**src/inc/bvs_pkg.sv**
```systemverilog
// constants, field layout and timing for the buck scaling control block
// assumes a 100 MHz pclk and an APB slave with 32-bit data
package bvs_pkg;
    // ======================================================================
    // register map (printed offsets are indices, byte address is index times four)
    localparam logic [15:0] BVS_IDX_SCALE  = 16'h405A;
    localparam logic [15:0] BVS_IDX_BUCK2  = 16'h405B;
    localparam logic [17:0] BVS_ADDR_SCALE = {BVS_IDX_SCALE, 2'b00};
    localparam logic [17:0] BVS_ADDR_BUCK2 = {BVS_IDX_BUCK2, 2'b00};
    localparam logic [17:0] BVS_ADDR_STAT  = 18'h16180;
    // ======================================================================
    // field positions
    localparam int BVS_SRC_LSB   = 11;
    localparam int BVS_VSEL_LSB  = 0;
    localparam int BVS_RATE_LSB  = 14;
    localparam int BVS_PHASE_BIT = 12;
    localparam int BVS_FREQ_LSB  = 8;
    localparam int BVS_FLT_BIT   = 7;
    localparam int BVS_SS_LSB    = 4;
    localparam int BVS_CAP_LSB   = 0;
    // ======================================================================
    // reset values
    localparam logic [1:0] BVS_SRC_RST   = 2'h0;
    localparam logic [6:0] BVS_VSEL_RST  = 7'h00;
    localparam logic [1:0] BVS_RATE_RST  = 2'h2;
    localparam logic       BVS_PHASE_RST = 1'b1;
    localparam logic [1:0] BVS_FREQ_RST  = 2'h0;
    localparam logic       BVS_FLT_RST   = 1'b0;
    localparam logic [1:0] BVS_SS_RST    = 2'h0;
    localparam logic [1:0] BVS_CAP_RST   = 2'h0;
    // ======================================================================
    // code limits
    localparam logic [6:0] BVS_VSEL_MIN  = 7'h08;
    localparam logic [6:0] BVS_VSEL_MAX  = 7'h68;
    localparam logic [6:0] BVS_VSEL_4MHZ = 7'h48;
    localparam logic [1:0] BVS_FREQ_4MHZ = 2'h2;
    localparam logic [1:0] BVS_CAP_OK    = 2'h2;
    localparam int         BVS_SS_STEPS  = 8;
    // ======================================================================
    // timing: microseconds and cycles at 100 MHz
    localparam int BVS_CLK_MHZ   = 100;
    localparam int BVS_RAMP_US   = 8;
    localparam int BVS_SS_US     = 32;
    localparam int BVS_RAMP_CYC  = BVS_RAMP_US * BVS_CLK_MHZ;
    localparam int BVS_SS_CYC    = BVS_SS_US * BVS_CLK_MHZ;
    localparam int BVS_TW        = 15;

    typedef enum logic [1:0] {
        BVS_SRC_OFF = 2'b00,
        BVS_SRC_SW  = 2'b01,
        BVS_SRC_HW1 = 2'b10,
        BVS_SRC_HW2 = 2'b11
    } bvs_src_t;

    typedef enum logic [1:0] {
        BVS_SS_IDLE = 2'b00,
        BVS_SS_RUN  = 2'b01,
        BVS_SS_DONE = 2'b10
    } bvs_ss_state_t;
endpackage

```
**src/logic/bvs_tick.sv**
```systemverilog
// interval timer: pulses once every base interval times 2^shift
// assumes same clock and enable as its parent
`timescale 1ns/1ns
module bvs_tick (
    input  wire logic        pclk,
    input  wire logic        presetn,
    input  wire logic        ce,
    input  wire logic        run,
    input  wire logic [14:0] base_cyc,
    input  wire logic [1:0]  shift,
    output logic             tick
);
    typedef struct packed {
        logic [17:0] cnt;
        logic        tick;
    } bvs_tick_st_t;
    bvs_tick_st_t s_q;
    bvs_tick_st_t s_d;
    logic [17:0]  limit;

    // count to the scaled limit then wrap
    always_comb begin
        limit  = ({3'b000, base_cyc} << shift) - 18'h00001;
        s_d    = s_q;
        s_d.tick = 1'b0;
        if (!run) begin
            s_d.cnt = 18'h00000;
        end else if (s_q.cnt >= limit) begin
            s_d.cnt  = 18'h00000;
            s_d.tick = 1'b1;
        end else begin
            s_d.cnt = s_q.cnt + 18'h00001;
        end
    end

    always_ff @(posedge pclk or negedge presetn) begin
        if (!presetn) begin
            s_q <= '0;
        end else if (ce) begin
            s_q <= s_d;
        end
    end

    assign tick = s_q.tick;
endmodule

```
**src/logic/bvs_ctrl.sv**
```systemverilog
// buck1 scaling and buck2 control registers behind an APB slave
// assumes pclk 100 MHz; hardware scaling inputs and start requests are asynchronous pins
`timescale 1ns/1ns
module bvs_ctrl (
    input  wire logic                pclk,
    input  wire logic                presetn,
    input  wire logic                ce,
    input  wire logic                psel,
    input  wire logic                penable,
    input  wire logic                pwrite,
    input  wire logic [17:0]         paddr,
    input  wire logic [31:0]         pwdata,
    input  wire logic [3:0]          pstrb,
    output logic                     pready,
    output logic                     pslverr,
    output logic [31:0]              prdata,
    input  wire logic                cfg_load,
    input  wire logic [1:0]          cfg_freq,
    input  wire logic [1:0]          cfg_cap,
    input  wire logic                hw_scaling_input_one,
    input  wire logic                hw_scaling_input_two,
    input  wire logic                buck2_enable,
    output logic                     buck1_scaling_active,
    output logic [6:0]               buck1_target_code,
    output logic                     buck2_ramp_tick,
    output logic                     buck2_clock_phase,
    output logic [1:0]               buck2_switch_frequency,
    output logic                     buck2_discharge,
    output logic [2:0]               buck2_softstart_level,
    output logic                     buck2_softstart_done,
    output logic                     buck2_config_valid
);
    import bvs_pkg::*;

    typedef struct packed {
        logic [1:0]    hw1_sync;
        logic [1:0]    hw2_sync;
        logic [1:0]    en_sync;
        logic [1:0]    src;
        logic [6:0]    vsel;
        logic [1:0]    rate;
        logic          phase;
        logic [1:0]    freq;
        logic          flt;
        logic [1:0]    ss;
        logic [1:0]    cap;
        logic          active;
        logic [6:0]    target;
        bvs_ss_state_t ss_st;
        logic [2:0]    ss_lvl;
        logic          ss_done;
        logic          ramp_tick;
        logic          discharge;
        logic          valid;
        logic          ready;
        logic          err;
        logic [31:0]   rdata;
    } bvs_st_t;

    bvs_st_t s_q;
    bvs_st_t s_d;
    logic    ramp_pulse;
    logic    ss_pulse;
    logic    wr_acc;
    logic    rd_acc;
    logic [6:0] clamped;

    // ======================================================================
    // step timers
    bvs_tick u_ramp (
        .pclk     (pclk),
        .presetn  (presetn),
        .ce       (ce),
        .run      (s_q.rate != 2'h3),
        .base_cyc (15'(BVS_RAMP_CYC)),
        .shift    (2'(2'h2 - s_q.rate)),   // 00->32us, 01->16us, 10->8us
        .tick     (ramp_pulse)
    );

    bvs_tick u_ss (
        .pclk     (pclk),
        .presetn  (presetn),
        .ce       (ce),
        .run      (s_q.ss_st == BVS_SS_RUN),
        .base_cyc (15'(BVS_SS_CYC)),
        .shift    (s_q.ss),                // 32/64/128/256 us per step
        .tick     (ss_pulse)
    );

    // ======================================================================
    // next state
    always_comb begin
        s_d           = s_q;
        wr_acc        = psel && penable && pwrite && s_q.ready;  // lands at the pready edge
        rd_acc        = psel && !penable;
        s_d.ready     = psel && !penable;
        s_d.hw1_sync  = {s_q.hw1_sync[0], hw_scaling_input_one};
        s_d.hw2_sync  = {s_q.hw2_sync[0], hw_scaling_input_two};
        s_d.en_sync   = {s_q.en_sync[0], buck2_enable};
        s_d.ramp_tick = 1'b0;
        s_d.err       = 1'b0;                                    // error stands with pready only

        // bus slave: no wait states, pready in the first access cycle, unmapped addresses return error
        if (rd_acc) begin
            s_d.err   = 1'b0;
            s_d.rdata = 32'h0000_0000;
            case (paddr)
                BVS_ADDR_SCALE: begin
                    s_d.rdata[BVS_SRC_LSB +: 2]  = s_q.src;
                    s_d.rdata[BVS_VSEL_LSB +: 7] = s_q.vsel;
                end
                BVS_ADDR_BUCK2: begin
                    s_d.rdata[BVS_RATE_LSB +: 2] = s_q.rate;
                    s_d.rdata[BVS_PHASE_BIT]     = s_q.phase;
                    s_d.rdata[BVS_FREQ_LSB +: 2] = s_q.freq;
                    s_d.rdata[BVS_FLT_BIT]       = s_q.flt;
                    s_d.rdata[BVS_SS_LSB +: 2]   = s_q.ss;
                    s_d.rdata[BVS_CAP_LSB +: 2]  = s_q.cap;
                end
                BVS_ADDR_STAT: begin
                    s_d.rdata[0]   = s_q.active;
                    s_d.rdata[1]   = s_q.valid;
                    s_d.rdata[2]   = s_q.ss_st == BVS_SS_DONE;
                    s_d.rdata[6:4] = s_q.ss_lvl;
                    s_d.rdata[14:8] = s_q.target;
                end
                default: s_d.err = 1'b1;
            endcase
        end

        // register writes, byte lanes honoured
        if (wr_acc && paddr == BVS_ADDR_SCALE) begin
            if (pstrb[1]) s_d.src  = pwdata[BVS_SRC_LSB +: 2];
            if (pstrb[0]) s_d.vsel = pwdata[BVS_VSEL_LSB +: 7];
        end
        if (wr_acc && paddr == BVS_ADDR_BUCK2) begin
            if (pstrb[1]) s_d.rate  = pwdata[BVS_RATE_LSB +: 2];
            if (pstrb[1]) s_d.phase = pwdata[BVS_PHASE_BIT];
            if (pstrb[0]) s_d.flt   = pwdata[BVS_FLT_BIT];
            if (pstrb[0]) s_d.ss    = pwdata[BVS_SS_LSB +: 2];
            // frequency and capacitor bits are read-only to the bus
        end
        // only the configuration store loads these
        if (cfg_load) begin
            s_d.freq = cfg_freq;
            s_d.cap  = cfg_cap;
        end
        s_d.valid = (s_q.freq == 2'h1 || s_q.freq == BVS_FREQ_4MHZ)
                    && s_q.cap == BVS_CAP_OK;

        // scaling source selection
        case (bvs_src_t'(s_q.src))
            BVS_SRC_OFF: s_d.active = 1'b0;
            BVS_SRC_SW:  s_d.active = 1'b1;
            BVS_SRC_HW1: s_d.active = s_q.hw1_sync[1];
            BVS_SRC_HW2: s_d.active = s_q.hw2_sync[1];
            default:     s_d.active = 1'b0;
        endcase

        // clamp code to 0.6..1.8 V range
        if (s_q.vsel <= BVS_VSEL_MIN) begin
            clamped = BVS_VSEL_MIN;
        end else if (s_q.vsel >= BVS_VSEL_MAX) begin
            clamped = BVS_VSEL_MAX;
        end else begin
            clamped = s_q.vsel;
        end

        // step target toward clamped code at the ramp rate; rate 3 loads the clamped code at once
        if (s_q.rate == 2'h3) begin
            s_d.target = clamped;
        end else if (ramp_pulse && s_q.target != clamped) begin
            s_d.ramp_tick = 1'b1;
            if (s_q.target < clamped) s_d.target = s_q.target + 7'h01;
            else                      s_d.target = s_q.target - 7'h01;
        end

        // soft-start: eight current-limit steps
        case (s_q.ss_st)
            BVS_SS_IDLE: begin
                s_d.ss_lvl = 3'h0;
                if (s_q.en_sync[1]) s_d.ss_st = BVS_SS_RUN;
            end
            BVS_SS_RUN: begin
                if (!s_q.en_sync[1]) begin
                    s_d.ss_st = BVS_SS_IDLE;
                end else if (ss_pulse) begin
                    if (s_q.ss_lvl == 3'(BVS_SS_STEPS - 1)) s_d.ss_st = BVS_SS_DONE;
                    else s_d.ss_lvl = s_q.ss_lvl + 3'h1;
                end
            end
            BVS_SS_DONE: begin
                if (!s_q.en_sync[1]) s_d.ss_st = BVS_SS_IDLE;
            end
            default: s_d.ss_st = BVS_SS_IDLE;
        endcase

        s_d.ss_done   = (s_d.ss_st == BVS_SS_DONE);             // registered done flag

        // discharge output when disabled unless floating chosen
        s_d.discharge = !s_q.en_sync[1] && !s_q.flt;
    end

    // ======================================================================
    // state register
    always_ff @(posedge pclk or negedge presetn) begin
        if (!presetn) begin
            s_q        <= '0;
            s_q.src    <= BVS_SRC_RST;
            s_q.vsel   <= BVS_VSEL_RST;
            s_q.rate   <= BVS_RATE_RST;
            s_q.phase  <= BVS_PHASE_RST;
            s_q.freq   <= BVS_FREQ_RST;
            s_q.flt    <= BVS_FLT_RST;
            s_q.ss     <= BVS_SS_RST;
            s_q.cap    <= BVS_CAP_RST;
            s_q.ss_st  <= BVS_SS_IDLE;
        end else if (ce) begin
            s_q <= s_d;
        end
    end

    assign pready                 = s_q.ready;
    assign pslverr                = s_q.err;
    assign prdata                 = s_q.rdata;
    assign buck1_scaling_active   = s_q.active;
    assign buck1_target_code      = s_q.target;
    assign buck2_ramp_tick        = s_q.ramp_tick;
    assign buck2_clock_phase      = s_q.phase;
    assign buck2_switch_frequency = s_q.freq;
    assign buck2_discharge        = s_q.discharge;
    assign buck2_softstart_level  = s_q.ss_lvl;
    assign buck2_softstart_done   = s_q.ss_done;
    assign buck2_config_valid     = s_q.valid;
endmodule

```
**config.mk**
```make
export PLATFORM = sky130hd
export DESIGN_NAME = bvs_ctrl
export DESIGN_NICKNAME = d
export VERILOG_FILES = /design/src/inc/bvs_pkg.sv /design/src/logic/bvs_tick.sv /design/src/logic/bvs_ctrl.sv
export SDC_FILE = /design/constraint.sdc
export NUM_CORES = 1
export LEC_CHECK = 0
export BUFFER_PORTS_ARGS = -buffer_cell sky130_fd_sc_hd__buf_4
export CAP_MARGIN = 10
export CELL_PAD_IN_SITES_DETAIL_PLACEMENT = 0
export CELL_PAD_IN_SITES_GLOBAL_PLACEMENT = 1
export CORE_ASPECT_RATIO = 1.5
export CORE_MARGIN = 2
export CORE_UTILIZATION = 47
export CTS_BUF_LIST = sky130_fd_sc_hd__clkbuf_8
export CTS_CLUSTER_SIZE = 30
export DETAILED_ROUTE_END_ITERATION = 10
export GPL_TIMING_DRIVEN = 1
export MAX_ROUTING_LAYER = met4
export PLACE_DENSITY = 0.87
export SLEW_MARGIN = 10
export SYNTH_ARGS = -nofsm -noshare
export SYNTH_HDL_FRONTEND = slang
export SYNTH_SLANG_ARGS = --single-unit
```
**constraint.sdc**
```tcl
create_clock -name pclk -period 9.7 [get_ports pclk]
set_input_delay 1.94 -clock pclk [delete_from_list [all_inputs] [get_ports pclk]]
set_output_delay 1.94 -clock pclk [all_outputs]
set_load 0.05 [all_outputs]
```
* Word level (Yosys, flattened, before mapping)
Cells that the tools add are included.
Storage, ports and cells: register bits after elaboration 98, bits of input ports 68, output and inout bits 52, word-level logic and storage cells 126
Cells by class: $add $sub $neg 8, $lt $le $gt $ge 5, equality and inequality tests 19, shift-type cells 2, muxes and demuxes 40, reductions and logical operators 26
Operator list (number):
- $mux W18 | 4
- $eq A18 B17 Y1 const B | 3
- $add A18 B1 Y18 const B | 2
- $ge A18 B18 Y1 | 2
- $sub A18 B1 Y18 const B | 2
- $mux W7 | 5
- $mux W33 | 1
- $pmux W2 S3 | 3
- $shl A10 B2 Y18 const A | 1
- $shl A12 B2 Y18 const A | 1
- $eq A2 B2 Y1 const B | 7
- $mux W1 | 12
- $reduce_and A3 Y1 | 4
- $logic_and A1 B1 Y1 | 9
- $mux W2 | 4
- $ne A2 B2 Y1 const B | 4
- $pmux W1 S2 | 4
- $add A7 B1 Y7 const B | 1
- $ge A7 B7 Y1 const B | 1
- $le A7 B4 Y1 const B | 1
- $lt A7 B7 Y1 | 1
- $ne A7 B7 Y1 | 1
- $sub A7 B1 Y7 const B | 1
- $eq A2 B1 Y1 const B | 3
- 16 further kinds | 23

* Depth between registers and ports, before layout
word-level depth 7, depth in mapped cells 14, mapped depth without buffers 14

* Cells and area by module
From an unflattened synthesis, not the netlist that was laid out.
Unflattened totals: cells, all modules 845, area total of the unflattened synthesis 7718.7 µm²
By module, submodules not included:
- bvs_ctrl | instances 1, cells each 340, area each 3477.1 µm², sequential area each 1503.9 µm²
- bvs_tick (u_ss) | instances 1, cells each 256, area each 2122.0 µm², sequential area each 475.5 µm²
- bvs_tick (u_ramp) | instances 1, cells each 249, area each 2119.5 µm², sequential area each 475.5 µm²

* Least setup slack after synthesis
OpenSTA, ideal clock, no wires.
path kind input port to flip-flop, start point input paddr[7], end point register s_q[68] (netlist bit), data arrival time 3382 ps, data required time 9575 ps, setup slack 6194 ps, stages on the path 6, path buffers 1, cell sequence nor4b_1 > nand3_1 > nor3_1 > clkbuf_1 > nor2b_1 > mux2_2
Between the ends: word-level cells in the longest chain between the ends 3
Ends and longest elaborated chain:
- start: declaration | line bvs_ctrl.sv:11 | input wire logic [17:0] paddr,
- $eq A18 B17 Y1 | line bvs_ctrl.sv:132 | if (wr_acc && paddr == BVS_ADDR_SCALE) begin
- $logic_and A1 B1 Y1 | line bvs_ctrl.sv:132
- $reduce_and A3 Y1 (no line)
- end: declaration | line bvs_ctrl.sv:60 | bvs_st_t s_q;
Every way passes these cells. A chain may end at the register's enable or synchronous reset.

* Worst setup path after layout
start point register s_q[65] (netlist bit), end point register s_q (netlist bit buck1_target_code[6])
Between the ends: word-level cells in the longest chain between the ends 7
Ends and longest elaborated chain:
- $ge A7 B7 Y1 | line bvs_ctrl.sv:163 | end else if (s_q.vsel >= BVS_VSEL_MAX) begin
- $mux W7 | line bvs_ctrl.sv:163
- $mux W7 (*) | line bvs_ctrl.sv:161 | if (s_q.vsel <= BVS_VSEL_MIN) begin
- $lt A7 B7 Y1 / $ne A7 B7 Y1 (equally long branches) | line bvs_ctrl.sv:174, bvs_ctrl.sv:172
- $mux W7 / $logic_and A1 B1 Y1 (equally long branches) | line bvs_ctrl.sv:174, bvs_ctrl.sv:172
- $mux W7 / $reduce_bool A2 Y1 (equally long branches)
- $mux W7 / $reduce_and A2 Y1 (equally long branches)
Mark *: on every way between the ends. The rest lies on a longest branch, timed or not. The select of a mux whose other input is x is not followed.

==> flow_summary.toml <==
[cells_and_area]
fillers = 1097
layout_common_cells = "dfrtp_1, buf_4, nand2_1"
final_nets = 769
seqCellArea_um2 = 2450
area_growth_pct = 12.0
diodes = 0
multi_input_comb_area_um2 = 2910
layout_commonest_cell = "dfrtp_1"
fin_area_um2 = 6520
drive_above_1_share = 0.218

[critical_path]
timing.rr.end = "buck1_target_code[6]"
startpoint_type = "register"
critPathLaunch = "s_q[65]"
required_ps = 9950
worst-path-max-fanout = 7
critPathArrivalTime_ps = 4030
reg2reg_slack_ps = 5910
r2r_cells = 14
endpoint_kind = "register"
r2r_start = "s_q[65]"
path_class = "register to register"
cp-endpoint = "buck1_target_code[6]"

[hold_path]
hold_class = "register to register"

[placement]
gp_congestion = 0.853
port_buffers = 81
placed_area_um2 = 6320
dpl.hpwl_um = 9930

[routing]
drc = 0
drt_iter0_markers = 169
dr.pass1.iters = 4
postRouteAntennaNets = 0
routed_wl_um = 13400
post_drt_via_cell_ratio = 5.68
vias = 4644
wl_per_cell_um = 16.5

[global_routing]
grt_pass1_vias = 4664
met1_usage = 0.250
grt_use_met3 = 0.0269
gr-usage-all-layers = 0.219
grt_pass1_wl_um = 22500
grt_antenna_before_repair = 0
grt.busiest_layer = "met2"
overflow = 0
met2_usage = 0.386
grt_max_degree = 62

[synthesis]
postSynthAreaPerCell_um2 = 9.58
synthMuxAreaShare = 0.0516
synthFlopType = "dfrtp_1"
ys_seq_elements = 98
synthSimpleGateAreaFrac = 0.173
synth_top_area_cell = "dfrtp_1"
ys_types = 69
syn-cell-area_um2 = 5820
synthArstFlopShare = 1.00
netlist_instances = 608
yosys_warnings = 0
synthTopCellsByArea = "dfrtp_1, ha_1, buf_4"
netlist.area_leader.share = 0.413
synth_edf_count = 0
synth_top_family_by_area = "simple AND/OR/NAND/NOR gates"
synthXorXnorAreaFrac = 0.00752
seq_area_frac_synth = 0.422
synth_compound_area_frac = 0.164
synthAdderAreaFrac = 0.0915

[timing]
finalMaxSlewViolations = 0
finalClockSkew_ps = 10.9
fmax_mhz = 264
hold_viol = 0
min_period_ps = 3790
tns_ps = 0
setup_viol = 0
tightest_slew_ps = 831
timing.final.crit_share = 0.390
slew_headroom = 0.445
grt_setup_unrepaired = "false"

[clock_network]
cts_max_level = 3
cts_tree = "built"
hold_buffers = 0
cts_made_buffers = 9
cts_sinks = 98
cts_root_buf = "clkbuf_8"
cts-resized-gates = 0
cts_buffer_depth = 2
postCtsSetupRepairBufs = 0
clkTransAtPathRegs_ps = 100
insertion_delay_ps = 380

[floorplanning]
start_util = 0.485
core_um2 = 12000
rows = 49
die_w_um = 94.9
die_area_um2 = 13300
die_h_um = 140
ios = 120

[status]
status = "complete, no violations"

[pwr]
clockPowerShare = 0.315
ir_drop_v = 0.0000612
p_leak_nw = 3.12
p_switching_mw = 0.260
power_density_nw_per_um2 = 133
seqPwrFrac = 0.526
combPwrFrac = 0.159
intPower_mw = 0.606
switching_share = 0.300

[run]
maxCapViolCount = 0
==> worst max-delay path: stages, from the launching register on <==
cell      delay (ps)
dfrtp_1          470
o21a_1           210
a21oi_1          220
nand2_1          120
ha_1             320
a21oi_1          150
a21oi_1           80
or3_1            500
fa_1             480
a211oi_1         340
o21bai_1         120
a21oi_1          180
xnor2_1          160
mux2i_1          190
o311ai_0         130
==> final cells by class <==
class / count / area share
sequential: 98 / 0.376
timing repair buffer: 88 / 0.101
tap: 153 / 0.0294
clock buffer: 10 / 0.0211
multi-input combinational: 434 / 0.446
inverter: 28 / 0.0161
clock inverter: 6 / 0.00998
==> routing by layer <==
metal | routed length [um] | up-vias
li1 | - | 2237
met1 | 5340 | 2278
met2 | 7210 | 103
met3 | 492 | 26
met4 | 401 | 0
met5 | 0 | -
==> flip-flops by register name, summed over array words and instances (netlist names), 2 cells and up <==
register                count
s_q                        21
u_ss.s_q                   18
buck1_target_code           7
s_d                         3
buck2_softstart_level       3
prdata                     16
u_ramp.s_q                 18
buck2_switch_frequency      2
==> worst min path at each step <==
stage	startpoint	end	slack, ps	cells past startpoint
3_5_place_dp	prdata[13]	prdata[13]	460	2
2_1_floorplan	prdata[10]	prdata[10]	440	2
3_3_place_gp	prdata[10]	prdata[10]	450	2
5_1_grt	u_ss.s_q[17]	u_ss.s_q[17]	510	1
4_1_cts	s_q[55]	buck2_discharge	490	1
6_report	prdata[13]	prdata[13]	480	2
==> power groups by stage <==
stage	clock network [mW]	registers (mW)	logic (mW)
2_1_floorplan	0	0.463	0.0996
5_1_grt	0.296	0.460	0.152
3_3_place_gp	0	0.462	0.136
6_report	0.273	0.455	0.138
4_1_cts	0.283	0.455	0.140
3_5_place_dp	0	0.463	0.139
==> kinds of logic (layout without fill, tap and decap cells) <==
| group | after synthesis | after routing |
|---|---|---|
| xor+xnor | 5 | 5 |
| other cells | 2 | 18 |
| simple gates | 202 | 202 |
| buf+inv | 92 | 132 |
| compound gates | 140 | 140 |
| flops | 98 | 98 |
| mux | 27 | 27 |
| fa+ha+maj | 42 | 42 |
==> metrics by stage <==
step                hold slack (ps)  cells  utilization  worst slack (ps)  total power [mW]
floorplan                       440    624            -              6190             0.562
global placement                455    801        0.526              5710             0.598
detailed placement              465    801        0.526              5680             0.603
CTS                             486    817        0.543              5900             0.878
global route                    510    817        0.543              5520             0.907
finish                          478    817        0.543              5910             0.867
==> cell usage after synthesis (all sizes together) (5+ instances only) <==
cell and number:
a22oi 6, nand3 32, clkbuf 13, a21oi 22, and3 14, nor3 18
o311ai 6, o31ai 6, nor2 19, o21ai 48, inv 27, nor2b 7
nand2b 6, ha 41, nand2 75, nor4 8, a21o 8, mux2 24
nand4 6, a31oi 8, buf 51, dfrtp 96, a211oi 5
Note: power is estimated with default switching activity, not from simulation.
